--- src/core/rpm_regs.vh ---
// register offsets, field positions and reset values for the reset-out
// and interrupt-pin function multiplexer.
// assumes a 32-bit classic wishbone slave with word-aligned byte addresses.
`ifndef RPM_REGS_VH
`define RPM_REGS_VH

// ============================================================
// register byte offsets
`define RPM_ADR_W          5
`define RPM_OFF_RST_CTRL   5'h00
`define RPM_OFF_CHIP_CFG   5'h04
`define RPM_OFF_INT_GPIO   5'h08
`define RPM_OFF_INT_PAD    5'h0C
`define RPM_OFF_EMI_GPIO   5'h10
`define RPM_OFF_STATUS     5'h14

// ============================================================
// reset control fields
`define RPM_RC_FORCE_BIT   0

// ============================================================
// chip configuration fields
`define RPM_CC_SHOW_INT    0
`define RPM_CC_TSIZ_EN     1
`define RPM_CC_PSTAT_EN    2
`define RPM_CC_SCI0_PU     3
`define RPM_CC_SCI1_PU     4
`define RPM_CC_SPI_MASTER  5
`define RPM_CC_EMI_GPIO    6
`define RPM_CC_W           7

// ============================================================
// field layout of the int pin and emi gpio registers
`define RPM_GPIO_OUT_LSB   0
`define RPM_GPIO_DIR_LSB   8
`define RPM_GPIO_SEL_LSB   16
`define RPM_PAD_PU_LSB     0
`define RPM_PAD_OD_LSB     8

// ============================================================
// status fields
`define RPM_ST_INT_LSB     0
`define RPM_ST_EMI_LSB     8
`define RPM_ST_RESET_OUT_PIN_N    16
`define RPM_ST_EXTRST_N    17
`define RPM_ST_INTRST      18

// ============================================================
// pin groups inside the int pin vector
`define RPM_TSIZ_LSB       6
`define RPM_PSTAT_LSB      2

// ============================================================
// reset values
`define RPM_RST_CTRL_RV    1'b0
`define RPM_CHIP_CFG_RV    7'h00
`define RPM_BYTE_RV        8'h00
`define RPM_WORD_RV        32'h0000_0000

`endif

--- src/core/rpm_pin_mux.v ---
// reset-out pin control and interrupt / spi / memory pin function mux,
// with a classic wishbone register slave.
// assumes clk_i is the system clock; pad buffers sit outside and resolve
// each pin from its out / oe / input-enable signals.
//
// The implementer's own choices: the placing of the registers and register access over Wishbone.
`timescale 1ns/1ps
`include "rpm_regs.vh"

// Notes on behaviour
// - internal system reset always asserts the reset-out pin.
// - without internal reset, force_reset_out holds reset-out asserted.
// - otherwise show_interrupt makes reset-out mirror internal interrupt requests.
// - with none of those, reset-out is driven high (negated).
// - reset-out is active low; while low, external data-bus overrides allowed.
// - reset-out floats during phase-lock-loop test mode.
// - transfer_size_show_enable puts cpu_transfer_size on int pins 7 and 6.
// - processor_status_show_enable puts cpu_processor_status on int pins 5..2.
// - mirrored pins lose edge-port function in emulation; nothing emulates it.
// - external reset request is synchronised, except raw in low-power stop.
// - other pins use the synchroniser only when configured as digital io.
// - a pin's pull-up is off whenever that pin is an output; an open-drain int pin set as output keeps it while released high.
// - both serial-port pull-up enables reset to zero.
// - reset-out/clock-out/oe inputs and reset-in output only in boundary scan.
// - open-drain and pull-up are selected by configuration register bits.
// - external memory interface pins can be general-purpose io.
// - spi master drives sck and mosi, reads miso; slave the reverse.
// - reset-out carries interrupt show; board reset logic must allow for it.
module rpm_pin_mux #(
  parameter INT_W = 8,
  parameter EMI_W = 8
) (
  input  wire             clk_i,
  input  wire             sys_rst_i,
  // wishbone slave
  input  wire             wb_cyc_i,
  input  wire             wb_stb_i,
  input  wire             wb_we_i,
  input  wire [4:0]       wb_adr_i,
  input  wire [3:0]       wb_sel_i,
  input  wire [31:0]      wb_dat_i,
  output wire [31:0]      wb_dat_o,
  output wire             wb_ack_o,
  // chip state, same clock
  input  wire             int_sys_rst_i,
  input  wire             irq_pending_i,
  input  wire             pll_test_mode_i,
  input  wire             stop_mode_i,
  input  wire             emulation_mode_i,
  input  wire             bscan_active_i,
  input  wire [1:0]       cpu_transfer_size_i,
  input  wire [3:0]       cpu_processor_status_i,
  // reset-out pin
  output wire             reset_out_pin_o,
  output wire             reset_out_pin_oe_o,
  output wire             reset_out_pin_ie_o,
  output wire             data_bus_override_ok_o,
  // reset-in pin
  input  wire             ext_reset_req_n_i,
  input  wire             bscan_reset_pin_out_i,
  output wire             ext_reset_req_n_o,
  output wire             reset_in_pin_o,
  output wire             reset_in_pin_oe_o,
  // other scan-only input enables
  output wire             system_clock_out_ie_o,
  output wire             out_enable_pin_ie_o,
  // edge-port interrupt pins
  input  wire [INT_W-1:0] int_pin_i,
  output wire [INT_W-1:0] int_pin_o,
  output wire [INT_W-1:0] int_pin_oe_o,
  output wire [INT_W-1:0] int_pin_pu_o,
  input  wire [INT_W-1:0] eport_out_i,
  input  wire [INT_W-1:0] eport_oe_i,
  output wire [INT_W-1:0] eport_in_o,
  output wire [INT_W-1:0] eport_avail_o,
  // external memory interface pins
  input  wire [EMI_W-1:0] emi_pin_i,
  output wire [EMI_W-1:0] emi_pin_o,
  output wire [EMI_W-1:0] emi_pin_oe_o,
  input  wire [EMI_W-1:0] emi_func_out_i,
  input  wire [EMI_W-1:0] emi_func_oe_i,
  output wire [EMI_W-1:0] emi_func_in_o,
  // serial ports
  input  wire [1:0]       sci_rxd_oe_i,
  output wire [1:0]       sci_rxd_pu_o,
  // spi pins
  input  wire             spi_sck_i,
  input  wire             spi_mosi_i,
  input  wire             spi_miso_i,
  output wire             sck_pin_o,
  output wire             sck_pin_oe_o,
  output wire             mosi_pin_o,
  output wire             mosi_pin_oe_o,
  output wire             miso_pin_o,
  output wire             miso_pin_oe_o,
  input  wire             sck_pin_i,
  input  wire             mosi_pin_i,
  input  wire             miso_pin_i,
  output wire             spi_sck_in_o,
  output wire             spi_data_in_o
);

  // ============================================================
  // registers
  reg                rst_ctrl_reg;
  reg [`RPM_CC_W-1:0] chip_cfg_reg;
  reg [INT_W-1:0]    int_out_reg;
  reg [INT_W-1:0]    int_dir_reg;
  reg [INT_W-1:0]    int_sel_reg;
  reg [INT_W-1:0]    int_pu_reg;
  reg [INT_W-1:0]    int_od_reg;
  reg [EMI_W-1:0]    emi_out_reg;
  reg [EMI_W-1:0]    emi_dir_reg;
  reg                ack_reg;
  reg [31:0]         rdat_reg;
  reg [31:0]         rdat_next;
  reg                rst_out_n_reg;
  reg                rst_out_n_next;
  reg [1:0]          ext_rst_sync_reg;
  reg [INT_W-1:0]    int_s1_reg;
  reg [INT_W-1:0]    int_s2_reg;
  reg [EMI_W-1:0]    emi_s1_reg;
  reg [EMI_W-1:0]    emi_s2_reg;

  wire force_rst   = rst_ctrl_reg;
  wire show_int    = chip_cfg_reg[`RPM_CC_SHOW_INT];
  wire tsiz_en     = chip_cfg_reg[`RPM_CC_TSIZ_EN];
  wire pstat_en    = chip_cfg_reg[`RPM_CC_PSTAT_EN];
  wire spi_master  = chip_cfg_reg[`RPM_CC_SPI_MASTER];
  wire emi_gpio_en = chip_cfg_reg[`RPM_CC_EMI_GPIO];

  wire bus_req = wb_cyc_i & wb_stb_i & ~ack_reg;
  // writes land at the ack edge, where the master samples ack high;
  // the request edge only launches ack and the read word
  wire bus_wr  = wb_cyc_i & wb_stb_i & wb_we_i & ack_reg;

  // ============================================================
  // wishbone register writes
  // byte lanes: lane 0 bits 7:0, lane 1 bits 15:8, lane 2 bits 23:16
  always @(posedge clk_i or posedge sys_rst_i) begin
    if (sys_rst_i) begin
      rst_ctrl_reg <= `RPM_RST_CTRL_RV;
      chip_cfg_reg <= `RPM_CHIP_CFG_RV;
      int_out_reg  <= `RPM_BYTE_RV;
      int_dir_reg  <= `RPM_BYTE_RV;
      int_sel_reg  <= `RPM_BYTE_RV;
      int_pu_reg   <= `RPM_BYTE_RV;
      int_od_reg   <= `RPM_BYTE_RV;
      emi_out_reg  <= `RPM_BYTE_RV;
      emi_dir_reg  <= `RPM_BYTE_RV;
    end else if (bus_wr) begin
      case (wb_adr_i)
        `RPM_OFF_RST_CTRL: begin
          if (wb_sel_i[0]) begin
            rst_ctrl_reg <= wb_dat_i[`RPM_RC_FORCE_BIT];
          end
        end
        `RPM_OFF_CHIP_CFG: begin
          if (wb_sel_i[0]) begin
            chip_cfg_reg <= wb_dat_i[`RPM_CC_W-1:0];
          end
        end
        `RPM_OFF_INT_GPIO: begin
          if (wb_sel_i[0]) begin
            int_out_reg <= wb_dat_i[`RPM_GPIO_OUT_LSB +: INT_W];
          end
          if (wb_sel_i[1]) begin
            int_dir_reg <= wb_dat_i[`RPM_GPIO_DIR_LSB +: INT_W];
          end
          if (wb_sel_i[2]) begin
            int_sel_reg <= wb_dat_i[`RPM_GPIO_SEL_LSB +: INT_W];
          end
        end
        `RPM_OFF_INT_PAD: begin
          if (wb_sel_i[0]) begin
            int_pu_reg <= wb_dat_i[`RPM_PAD_PU_LSB +: INT_W];
          end
          if (wb_sel_i[1]) begin
            int_od_reg <= wb_dat_i[`RPM_PAD_OD_LSB +: INT_W];
          end
        end
        `RPM_OFF_EMI_GPIO: begin
          if (wb_sel_i[0]) begin
            emi_out_reg <= wb_dat_i[`RPM_GPIO_OUT_LSB +: EMI_W];
          end
          if (wb_sel_i[1]) begin
            emi_dir_reg <= wb_dat_i[`RPM_GPIO_DIR_LSB +: EMI_W];
          end
        end
        default: begin
        end
      endcase
    end
  end

  // ============================================================
  // wishbone read mux; unmapped offsets read zero and still ack
  // the read word is captured in the request cycle and stands with ack
  always @* begin
    rdat_next = `RPM_WORD_RV;
    case (wb_adr_i)
      `RPM_OFF_RST_CTRL: rdat_next[`RPM_RC_FORCE_BIT] = rst_ctrl_reg;
      `RPM_OFF_CHIP_CFG: rdat_next[`RPM_CC_W-1:0] = chip_cfg_reg;
      `RPM_OFF_INT_GPIO: begin
        rdat_next[`RPM_GPIO_OUT_LSB +: INT_W] = int_out_reg;
        rdat_next[`RPM_GPIO_DIR_LSB +: INT_W] = int_dir_reg;
        rdat_next[`RPM_GPIO_SEL_LSB +: INT_W] = int_sel_reg;
      end
      `RPM_OFF_INT_PAD: begin
        rdat_next[`RPM_PAD_PU_LSB +: INT_W] = int_pu_reg;
        rdat_next[`RPM_PAD_OD_LSB +: INT_W] = int_od_reg;
      end
      `RPM_OFF_EMI_GPIO: begin
        rdat_next[`RPM_GPIO_OUT_LSB +: EMI_W] = emi_out_reg;
        rdat_next[`RPM_GPIO_DIR_LSB +: EMI_W] = emi_dir_reg;
      end
      `RPM_OFF_STATUS: begin
        rdat_next[`RPM_ST_INT_LSB +: INT_W] = int_s2_reg;
        rdat_next[`RPM_ST_EMI_LSB +: EMI_W] = emi_s2_reg;
        rdat_next[`RPM_ST_RESET_OUT_PIN_N] = rst_out_n_reg;
        rdat_next[`RPM_ST_EXTRST_N] = ext_reset_req_n_o;
        rdat_next[`RPM_ST_INTRST]   = int_sys_rst_i;
      end
      default: rdat_next = `RPM_WORD_RV;
    endcase
  end

  always @(posedge clk_i or posedge sys_rst_i) begin
    if (sys_rst_i) begin
      ack_reg  <= 1'b0;
      rdat_reg <= `RPM_WORD_RV;
    end else begin
      ack_reg  <= bus_req;
      rdat_reg <= bus_req ? rdat_next : `RPM_WORD_RV;
    end
  end

  assign wb_ack_o = ack_reg;
  assign wb_dat_o = rdat_reg;

  // ============================================================
  // reset-out priority chain
  // registered so a change of control bits never glitches the board reset
  always @* begin
    if (int_sys_rst_i) begin
      rst_out_n_next = 1'b0;
    end else if (force_rst) begin
      rst_out_n_next = 1'b0;
    end else if (show_int) begin
      rst_out_n_next = ~irq_pending_i;
    end else begin
      rst_out_n_next = 1'b1;
    end
  end

  // system reset also asserts the pin at once, without a clock edge
  always @(posedge clk_i or posedge sys_rst_i) begin
    if (sys_rst_i) begin
      rst_out_n_reg <= 1'b0;
    end else begin
      rst_out_n_reg <= rst_out_n_next;
    end
  end

  assign reset_out_pin_o        = rst_out_n_reg;
  assign reset_out_pin_oe_o     = ~pll_test_mode_i;
  assign data_bus_override_ok_o = ~rst_out_n_reg;

  // ============================================================
  // scan-only pad directions
  assign reset_out_pin_ie_o    = bscan_active_i;
  assign system_clock_out_ie_o = bscan_active_i;
  assign out_enable_pin_ie_o   = bscan_active_i;
  assign reset_in_pin_oe_o     = bscan_active_i;
  assign reset_in_pin_o        = bscan_reset_pin_out_i;

  // ============================================================
  // external reset request; in stop mode the clock may be halted, so
  // the raw pin bypasses the synchroniser to be able to wake the chip
  always @(posedge clk_i or posedge sys_rst_i) begin
    if (sys_rst_i) begin
      // idle high: no false request right after reset
      ext_rst_sync_reg <= 2'b11;
    end else begin
      ext_rst_sync_reg <= {ext_rst_sync_reg[0], ext_reset_req_n_i};
    end
  end

  assign ext_reset_req_n_o = stop_mode_i ? ext_reset_req_n_i
                                         : ext_rst_sync_reg[1];

  // ============================================================
  // general-purpose pin synchronisers
  always @(posedge clk_i or posedge sys_rst_i) begin
    if (sys_rst_i) begin
      int_s1_reg <= `RPM_BYTE_RV;
      int_s2_reg <= `RPM_BYTE_RV;
      emi_s1_reg <= `RPM_BYTE_RV;
      emi_s2_reg <= `RPM_BYTE_RV;
    end else begin
      int_s1_reg <= int_pin_i;
      int_s2_reg <= int_s1_reg;
      emi_s1_reg <= emi_pin_i;
      emi_s2_reg <= emi_s1_reg;
    end
  end

  // ============================================================
  // interrupt pins: show functions, gpio or edge port, per bit
  genvar gi;
  generate
    for (gi = 0; gi < INT_W; gi = gi + 1) begin : g_int
      wire is_tsiz  = (gi >= `RPM_TSIZ_LSB) && (gi < `RPM_TSIZ_LSB + 2);
      wire is_pstat = (gi >= `RPM_PSTAT_LSB) && (gi < `RPM_PSTAT_LSB + 4);
      wire show_t   = is_tsiz & tsiz_en;
      wire show_p   = is_pstat & pstat_en;
      wire shown    = show_t | show_p;
      wire gpio     = int_sel_reg[gi];
      wire drv_val;
      wire drv_en;
      wire od_cut;
      if (gi >= `RPM_TSIZ_LSB && gi < `RPM_TSIZ_LSB + 2) begin : g_t
        assign drv_val = show_t ? cpu_transfer_size_i[gi - `RPM_TSIZ_LSB]
                       : (gpio ? int_out_reg[gi] : eport_out_i[gi]);
      end else if (gi >= `RPM_PSTAT_LSB && gi < `RPM_PSTAT_LSB + 4)
      begin : g_p
        assign drv_val = show_p
                       ? cpu_processor_status_i[gi - `RPM_PSTAT_LSB]
                       : (gpio ? int_out_reg[gi] : eport_out_i[gi]);
      end else begin : g_n
        assign drv_val = gpio ? int_out_reg[gi] : eport_out_i[gi];
      end
      assign drv_en = shown | (gpio ? int_dir_reg[gi] : eport_oe_i[gi]);
      // open drain only pulls low; mirrored cpu signals stay push-pull
      assign od_cut = ~shown & int_od_reg[gi] & drv_val;
      assign int_pin_o[gi]    = drv_val;
      assign int_pin_oe_o[gi] = drv_en & ~od_cut;
      // a released open-drain pin keeps its pull-up so the line can rise
      assign int_pin_pu_o[gi] = int_pu_reg[gi] & ~int_pin_oe_o[gi];
      // edge port watches the raw pad; it filters edges itself
      assign eport_in_o[gi]   = (gpio | shown) ? 1'b1 : int_pin_i[gi];
      // lost in emulation too; no external stand-in exists
      // so the emulation flag needs no term of its own here
      assign eport_avail_o[gi] = ~shown & ~gpio;
    end
  endgenerate

  // ============================================================
  // external memory interface pins as gpio
  assign emi_pin_o     = emi_gpio_en ? emi_out_reg : emi_func_out_i;
  assign emi_pin_oe_o  = emi_gpio_en ? emi_dir_reg : emi_func_oe_i;
  assign emi_func_in_o = emi_gpio_en ? {EMI_W{1'b0}} : emi_pin_i;

  // ============================================================
  // serial-port pull-ups
  assign sci_rxd_pu_o[0] = chip_cfg_reg[`RPM_CC_SCI0_PU] & ~sci_rxd_oe_i[0];
  assign sci_rxd_pu_o[1] = chip_cfg_reg[`RPM_CC_SCI1_PU] & ~sci_rxd_oe_i[1];
  // both terms above drop the pull-up on an output pin

  // ============================================================
  // spi pin directions
  assign sck_pin_o     = spi_sck_i;
  assign mosi_pin_o    = spi_mosi_i;
  assign miso_pin_o    = spi_miso_i;
  assign sck_pin_oe_o  = spi_master;
  assign mosi_pin_oe_o = spi_master;
  assign miso_pin_oe_o = ~spi_master;
  assign spi_sck_in_o  = sck_pin_i;
  assign spi_data_in_o = spi_master ? miso_pin_i : mosi_pin_i;

endmodule // rpm_pin_mux

--- config.mk ---
export PLATFORM = sky130hd
export DESIGN_NAME = rpm_pin_mux
export DESIGN_NICKNAME = d
export VERILOG_FILES = /design/src/core/rpm_pin_mux.v
export VERILOG_INCLUDE_DIRS = /design/src /design/src/core
export SDC_FILE = /design/constraint.sdc
export NUM_CORES = 1
export LEC_CHECK = 0
export BUFFER_PORTS_ARGS = -buffer_cell sky130_fd_sc_hd__buf_4
export CORE_ASPECT_RATIO = 1.4
export CORE_UTILIZATION = 49
export CTS_CLUSTER_SIZE = 28
export DETAILED_ROUTE_END_ITERATION = 8
export MAX_ROUTING_LAYER = met4
export PLACE_DENSITY = 0.91
export RECOVER_POWER = 50
export SETUP_SLACK_MARGIN = 0.1
export SLEW_MARGIN = 25
export SYNTH_ARGS = -nofsm -noshare
export SYNTH_HDL_FRONTEND = slang
export SYNTH_SLANG_ARGS = --single-unit
--- constraint.sdc ---
create_clock -name clk_i -period 4.5 [get_ports clk_i]
set_clock_uncertainty 0.05 [all_clocks]
set_input_delay 0.225 -clock clk_i [delete_from_list [all_inputs] [get_ports clk_i]]
set_output_delay 0.225 -clock clk_i [all_outputs]
set_load 0.01 [all_outputs]
Word-level counts from Yosys, hierarchy flattened
Cells that the tools add are included.

word-level totals
  input port bits = 116
  logic and storage cells = 163
  output and inout bits = 116
  flip-flop bits (word level) = 124

operators by class
  equality and inequality tests = 5
  reduce and logical (&&, ||, !) cells = 10
  bitwise logic cells = 87
  mux-type cells = 44

operator list
  cell                  count
  $and A1 B1 Y1         42
  $pmux W9 S4           1
  $mux W1               35
  $not A1 Y1            33
  $pmux W6 S5           1
  $reduce_and A3 Y1     9
  $mux W24              1
  $mux W8               3
  $or A1 B1 Y1          12
  $eq A5 B4 Y1 const B  2
  $eq A5 B5 Y1 const B  2
  $pmux W1 S6           1
  $pmux W3 S2           1
  $eq A5 B3 Y1 const B  1
  $logic_not A5 Y1      1
  $mux W5               1

Depth between registers and ports, before layout
  depth in word-level cells = 7
  mapped depth = 6

Worst setup path before layout
OpenSTA, ideal clock, no wires.

  path type = reg2reg
  start = reg ack_reg, in the netlist wb_ack_o
  end = reg int_out_reg[0]
  stages on the path, launching flop included = 6
  slack = 2868 ps
  buffers on the path = 2
  library setup time = 125 ps
  clock period less this slack = 1632 ps
  arrival = 1457 ps
  required time = 4325 ps
  cell sequence = dfrtp_1 -> and4_1 -> buf_2 -> and4_1 -> buf_2 -> mux2_2

between the ends
  word-level cells in the longest chain between the ends = 2

RTL lines
  what                         line               source
  start, declared              rpm_pin_mux.v:114  reg ack_reg;
  start signal, assigned       rpm_pin_mux.v:233  ack_reg <= bus_req;
  $and A1 B1 Y1                rpm_pin_mux.v:135  wire bus_wr = wb_cyc_i & wb_stb_i & wb_we_i & ack_reg;
  $reduce_and A3 Y1 (no line)  --
  end signal, assigned         rpm_pin_mux.v:144  int_out_reg <= `RPM_BYTE_RV;
  end signal, assigned         rpm_pin_mux.v:165  int_out_reg <= wb_dat_i[`RPM_GPIO_OUT_LSB +: INT_W];
  end, declared                rpm_pin_mux.v:107  reg [INT_W-1:0] int_out_reg;

No other way between the ends.
A chain may end at the register's enable or synchronous reset.

Worst setup path in the final report
  start = reg chip_cfg_reg[6]
  end = out emi_pin_o[6]

between the ends
  word-level cells in the longest chain between the ends = 1

RTL lines
  what                    line               source
  start, declared         rpm_pin_mux.v:106  reg [`RPM_CC_W-1:0] chip_cfg_reg;
  start signal, assigned  rpm_pin_mux.v:143  chip_cfg_reg <= `RPM_CHIP_CFG_RV;
  start signal, assigned  rpm_pin_mux.v:160  chip_cfg_reg <= wb_dat_i[`RPM_CC_W-1:0];
  $mux W8                 rpm_pin_mux.v:350  assign emi_pin_o = emi_gpio_en ? emi_out_reg : emi_func_out_i;
  end, declared           rpm_pin_mux.v:78   output wire [EMI_W-1:0] emi_pin_o,

No other way between the ends.

==> key figures <==
Timing
  – Final Hold Vio Count: 0
  – Fin crit share: between 50% and 60%
  – RSZ-0062 raised after global routing: no
  – FMAX: ~440 MHz
  – Pins Over Slew Limit: 0
  – Setup TNS: 0 ns
  – Least-Margin Pin Slew: 0.970 ns
  – Setup ws final: 2.23 ns
  – Final setup violation count: 0
  – Tmin final: 2.27 ns
  – Slew headroom: 34.8%

Drt
  – Routed WL: approximately 16000 um
  – TritonRoute pass-1 iters: 5
  – Met1 WL: between 6000 and 7000 um
  – Met3 WL post-DR: 923 um
  – DRT iter0 DRCs: 273
  – Vias: 4709
  – Wire per inst: 20.0 um
  – DR WL met2: about 8700 um
  – Via density: around 5.7
  – DRC violation count after routing: 0
  – Max Used Layer: met4
  – Routed Antenna Nets: 0

Placement
  – IO buf count: 198
  – Post-DP HPWL: 11800 um
  – Placed cell count: 764
  – Placed instance area: 0.00721 mm2
  – Pre-CTS WS: 1.98 ns
  – Final GP Congestion: 0.935

Setup path
  – Critical path origin: chip_cfg_reg[6]
  – CP Max Fanout: 19
  – WS Path Type: flip-flop to output port
  – CP Buf/Inv Count: 2
  – CP Capture Type: output port
  – Crit-path most repeated cell: buf_4
  – Slowest CP cell: dfrtp_1
  – CP Cell Sequence: buf_4, mux2_2, buf_4
  – Startpoint Class: flip-flop
  – Reg2Reg Launch Point: wb_ack_o
  – WP data arrival: 1.99 ns
  – Max stage delay on crit path: 0.65 ns
  – CP delay by family, top: flip-flops
  – Data required time of the worst path: ~4.2 ns

Logic synthesis
  – Main flop type after synthesis: dfrtp_1
  – Syn_area_per_cell: between 10 and 15 um2
  – Netlist cell types: 43
  – Synth Warn #: 0
  – Share of the yosys chip area belonging to registers: 53.5%
  – Gate Count Post-Synth: 459
  – FF+latch count, synth: 124
  – Synthesized area: ~0.0058 mm2
  – Post-synth ARST share: 100%
  – Number of synthesized flops with an enable pin: 0

Pwr
  – Leak Pwr: 3.83 nW
  – Sw frac: 21.6%
  – Comb pwr share: 9.4%
  – Seq pwr share: 41.1%
  – Peak supply drop: 0.000299 V
  – Power per cell area: 354 mW/mm2
  – Internal Power: 2.20 mW
  – Clock Power Share: 49.5%
  – Sw power: 607 uW

Layout
  – Post-route cell area: 0.00793 mm2
  – Layout cell share with drive strength beyond 1: 40.2%
  – Antenna Cells: 0
  – Area growth syn-to-layout: 36.8%
  – Fin util: 69.3%
  – Nets: between 700 and 800
  – Final cell count without fillers: a little over 800
  – Flip-flop count of the largest register after layout: 24

GRT
  – Vias in the first global route: 4847
  – Global-route wire length before repair: 24900 um
  – Total track usage: 28.3%
  – Initial antenna violation count: 0
  – GRT Residual Overflow: 0
  – Largest net degree at the start of global routing: 89

Floorplan
  – Die width: 93.9 um
  – FP Rows: 46
  – Die Area: 0.0123 mm2
  – Core area: between 0.01 and 0.015 mm2
  – Die H: roughly 130 um
  – Initial Utilization: about half
  – Ports: 232

Min path
  – Hold path start: wb_dat_i[15]
  – Hold crit path type: primary input to flip-flop

Clocking
  – CTS Buf Count: 17
  – CTS tree: yes
  – Clock slew at reported path FFs: approximately 0.050 ns
  – CTS root buffer: clkbuf_16
  – CTS H-Tree Depth: 4
  – CTS sink cnt: 124
  – CTS max path bufs: 2
  – Worst skew pair latency: 0.41 ns
  – Setup bufs post-CTS: 0

Outcome
  – Status: finished, final reports clean

Job
  – Max Cap Viol: 0
[power groups by stage]
stage                     Sequential (mW)  Combinational [mW]  Clock (mW)
final                                1.16               0.264        1.39
after global routing                 1.16               0.284        1.46
after CTS                            1.16               0.268        1.40
after detailed placement             1.17               0.247           0
after global placement               1.17               0.238           0
after floorplan                      1.17               0.128           0
[layout by cell type, fill, tap and decap left out, drive strengths merged, types with 3 or more instances in the layout]
| cell | synthesis | layout |
|---|---|---|
| a31oi | 4 | 4 |
| a32oi | 3 | 3 |
| or4b | 3 | 3 |
| nand4 | 7 | 7 |
| mux2i | 32 | 32 |
| or3 | 12 | 12 |
| o21ai | 5 | 5 |
| conb | 1 | 8 |
| nand3 | 18 | 18 |
| nor2 | 17 | 17 |
| clkbuf | 7 | 82 |
| a211oi | 6 | 6 |
| dlygate4sd3 | 0 | 29 |
| bufinv | 0 | 4 |
| nor2b | 13 | 13 |
| a21oi | 14 | 14 |
| mux2 | 91 | 91 |
| o22a | 12 | 12 |
| and4 | 4 | 4 |
| inv | 13 | 13 |
| dfrtp | 122 | 122 |
| buf | 40 | 143 |
| nand2 | 11 | 11 |
| clkinv | 0 | 3 |
| nor4b | 6 | 6 |
| and2 | 5 | 5 |
| or2 | 3 | 3 |
[worst register-to-register path, cell delays in order (launching register included)]
cell,delay [ns]
dfrtp_1,0.36
and4_1,0.49
and4_1,0.66
mux2_1,0.39
[synthesized netlist by cell type, drive strengths merged, types with 5 or more instances]
cell    number  area share [%]
and2         5            0.54
nor2b       13             1.4
mux2        91              18
nor4b        6             1.0
mux2i       32             5.5
inv         13            0.84
nand4        7             1.5
o22a        12             1.8
o21ai        5            0.43
a211oi       6            0.78
or3         12             1.3
buf         40             4.8
nand2       11            0.71
a21oi       14             1.2
nand3       18             1.6
clkbuf       7            0.45
dfrtp      122              53
nor2        17             1.1
[metal layers]
metal / GRT usage, % / vias up
met5: - / -
met4: 17.8 / 0
met3: 6.48 / 68
met2: 47.3 / 279
met1: 30.4 / 2322
li1: - / 2040
[final timing paths]
kind                             endpoint  slack [ns]  cells past startpoint
max                          emi_pin_o[6]        2.23                      3
max in group asynchronous  int_dir_reg[4]        2.94                      4
min in group asynchronous    wb_dat_o[20]        0.45                      3
min                        int_dir_reg[7]        0.01                      2
min reg2reg                 int_s2_reg[0]        0.29                      0
max reg2reg                int_sel_reg[1]        2.42                      3
[timing repair]
item | in CTS | in global routing
gates resized for setup | 0 | 0
endpoints found under the hold margin | 27 | 21
hold buffers | 28 | 1
[kinds of logic (layout without fill, tap and decap cells)]
| kind of cell | after synthesis | after routing | synth area share (%) |
|---|---|---|---|
| simple gates | 104 | 104 | 11.5 |
| compound gates | 46 | 46 | 5.42 |
| flops | 124 | 124 | 53.5 |
| mux | 123 | 123 | 23.2 |
| xor+xnor | 1 | 1 | 0.151 |
| buf+inv | 60 | 275 | 6.13 |
| other cells | 1 | 8 | 0.0647 |
[cell type report]
class / count / area (um2)
Fill cell: 798 / 3520
Sequential cell: 124 / 3110
Multi-Input combinational cell: 282 / 2360
Timing Repair Buffer: 230 / 1630
Clock buffer: 24 / 452
Tap cell: 144 / 180
Clock inverter: 8 / 143
Inverter: 13 / 53.8
[per-stage QoR]
step	hold slack [ns]	total power, mW
floorplan	0.179	1.30
global placement	0.281	1.41
finish	0.0110	2.81
global route	0.0108	2.90
CTS	0.00170	2.82
detailed placement	0.286	1.42
No activity file was read; power rests on OpenSTA's default activity.
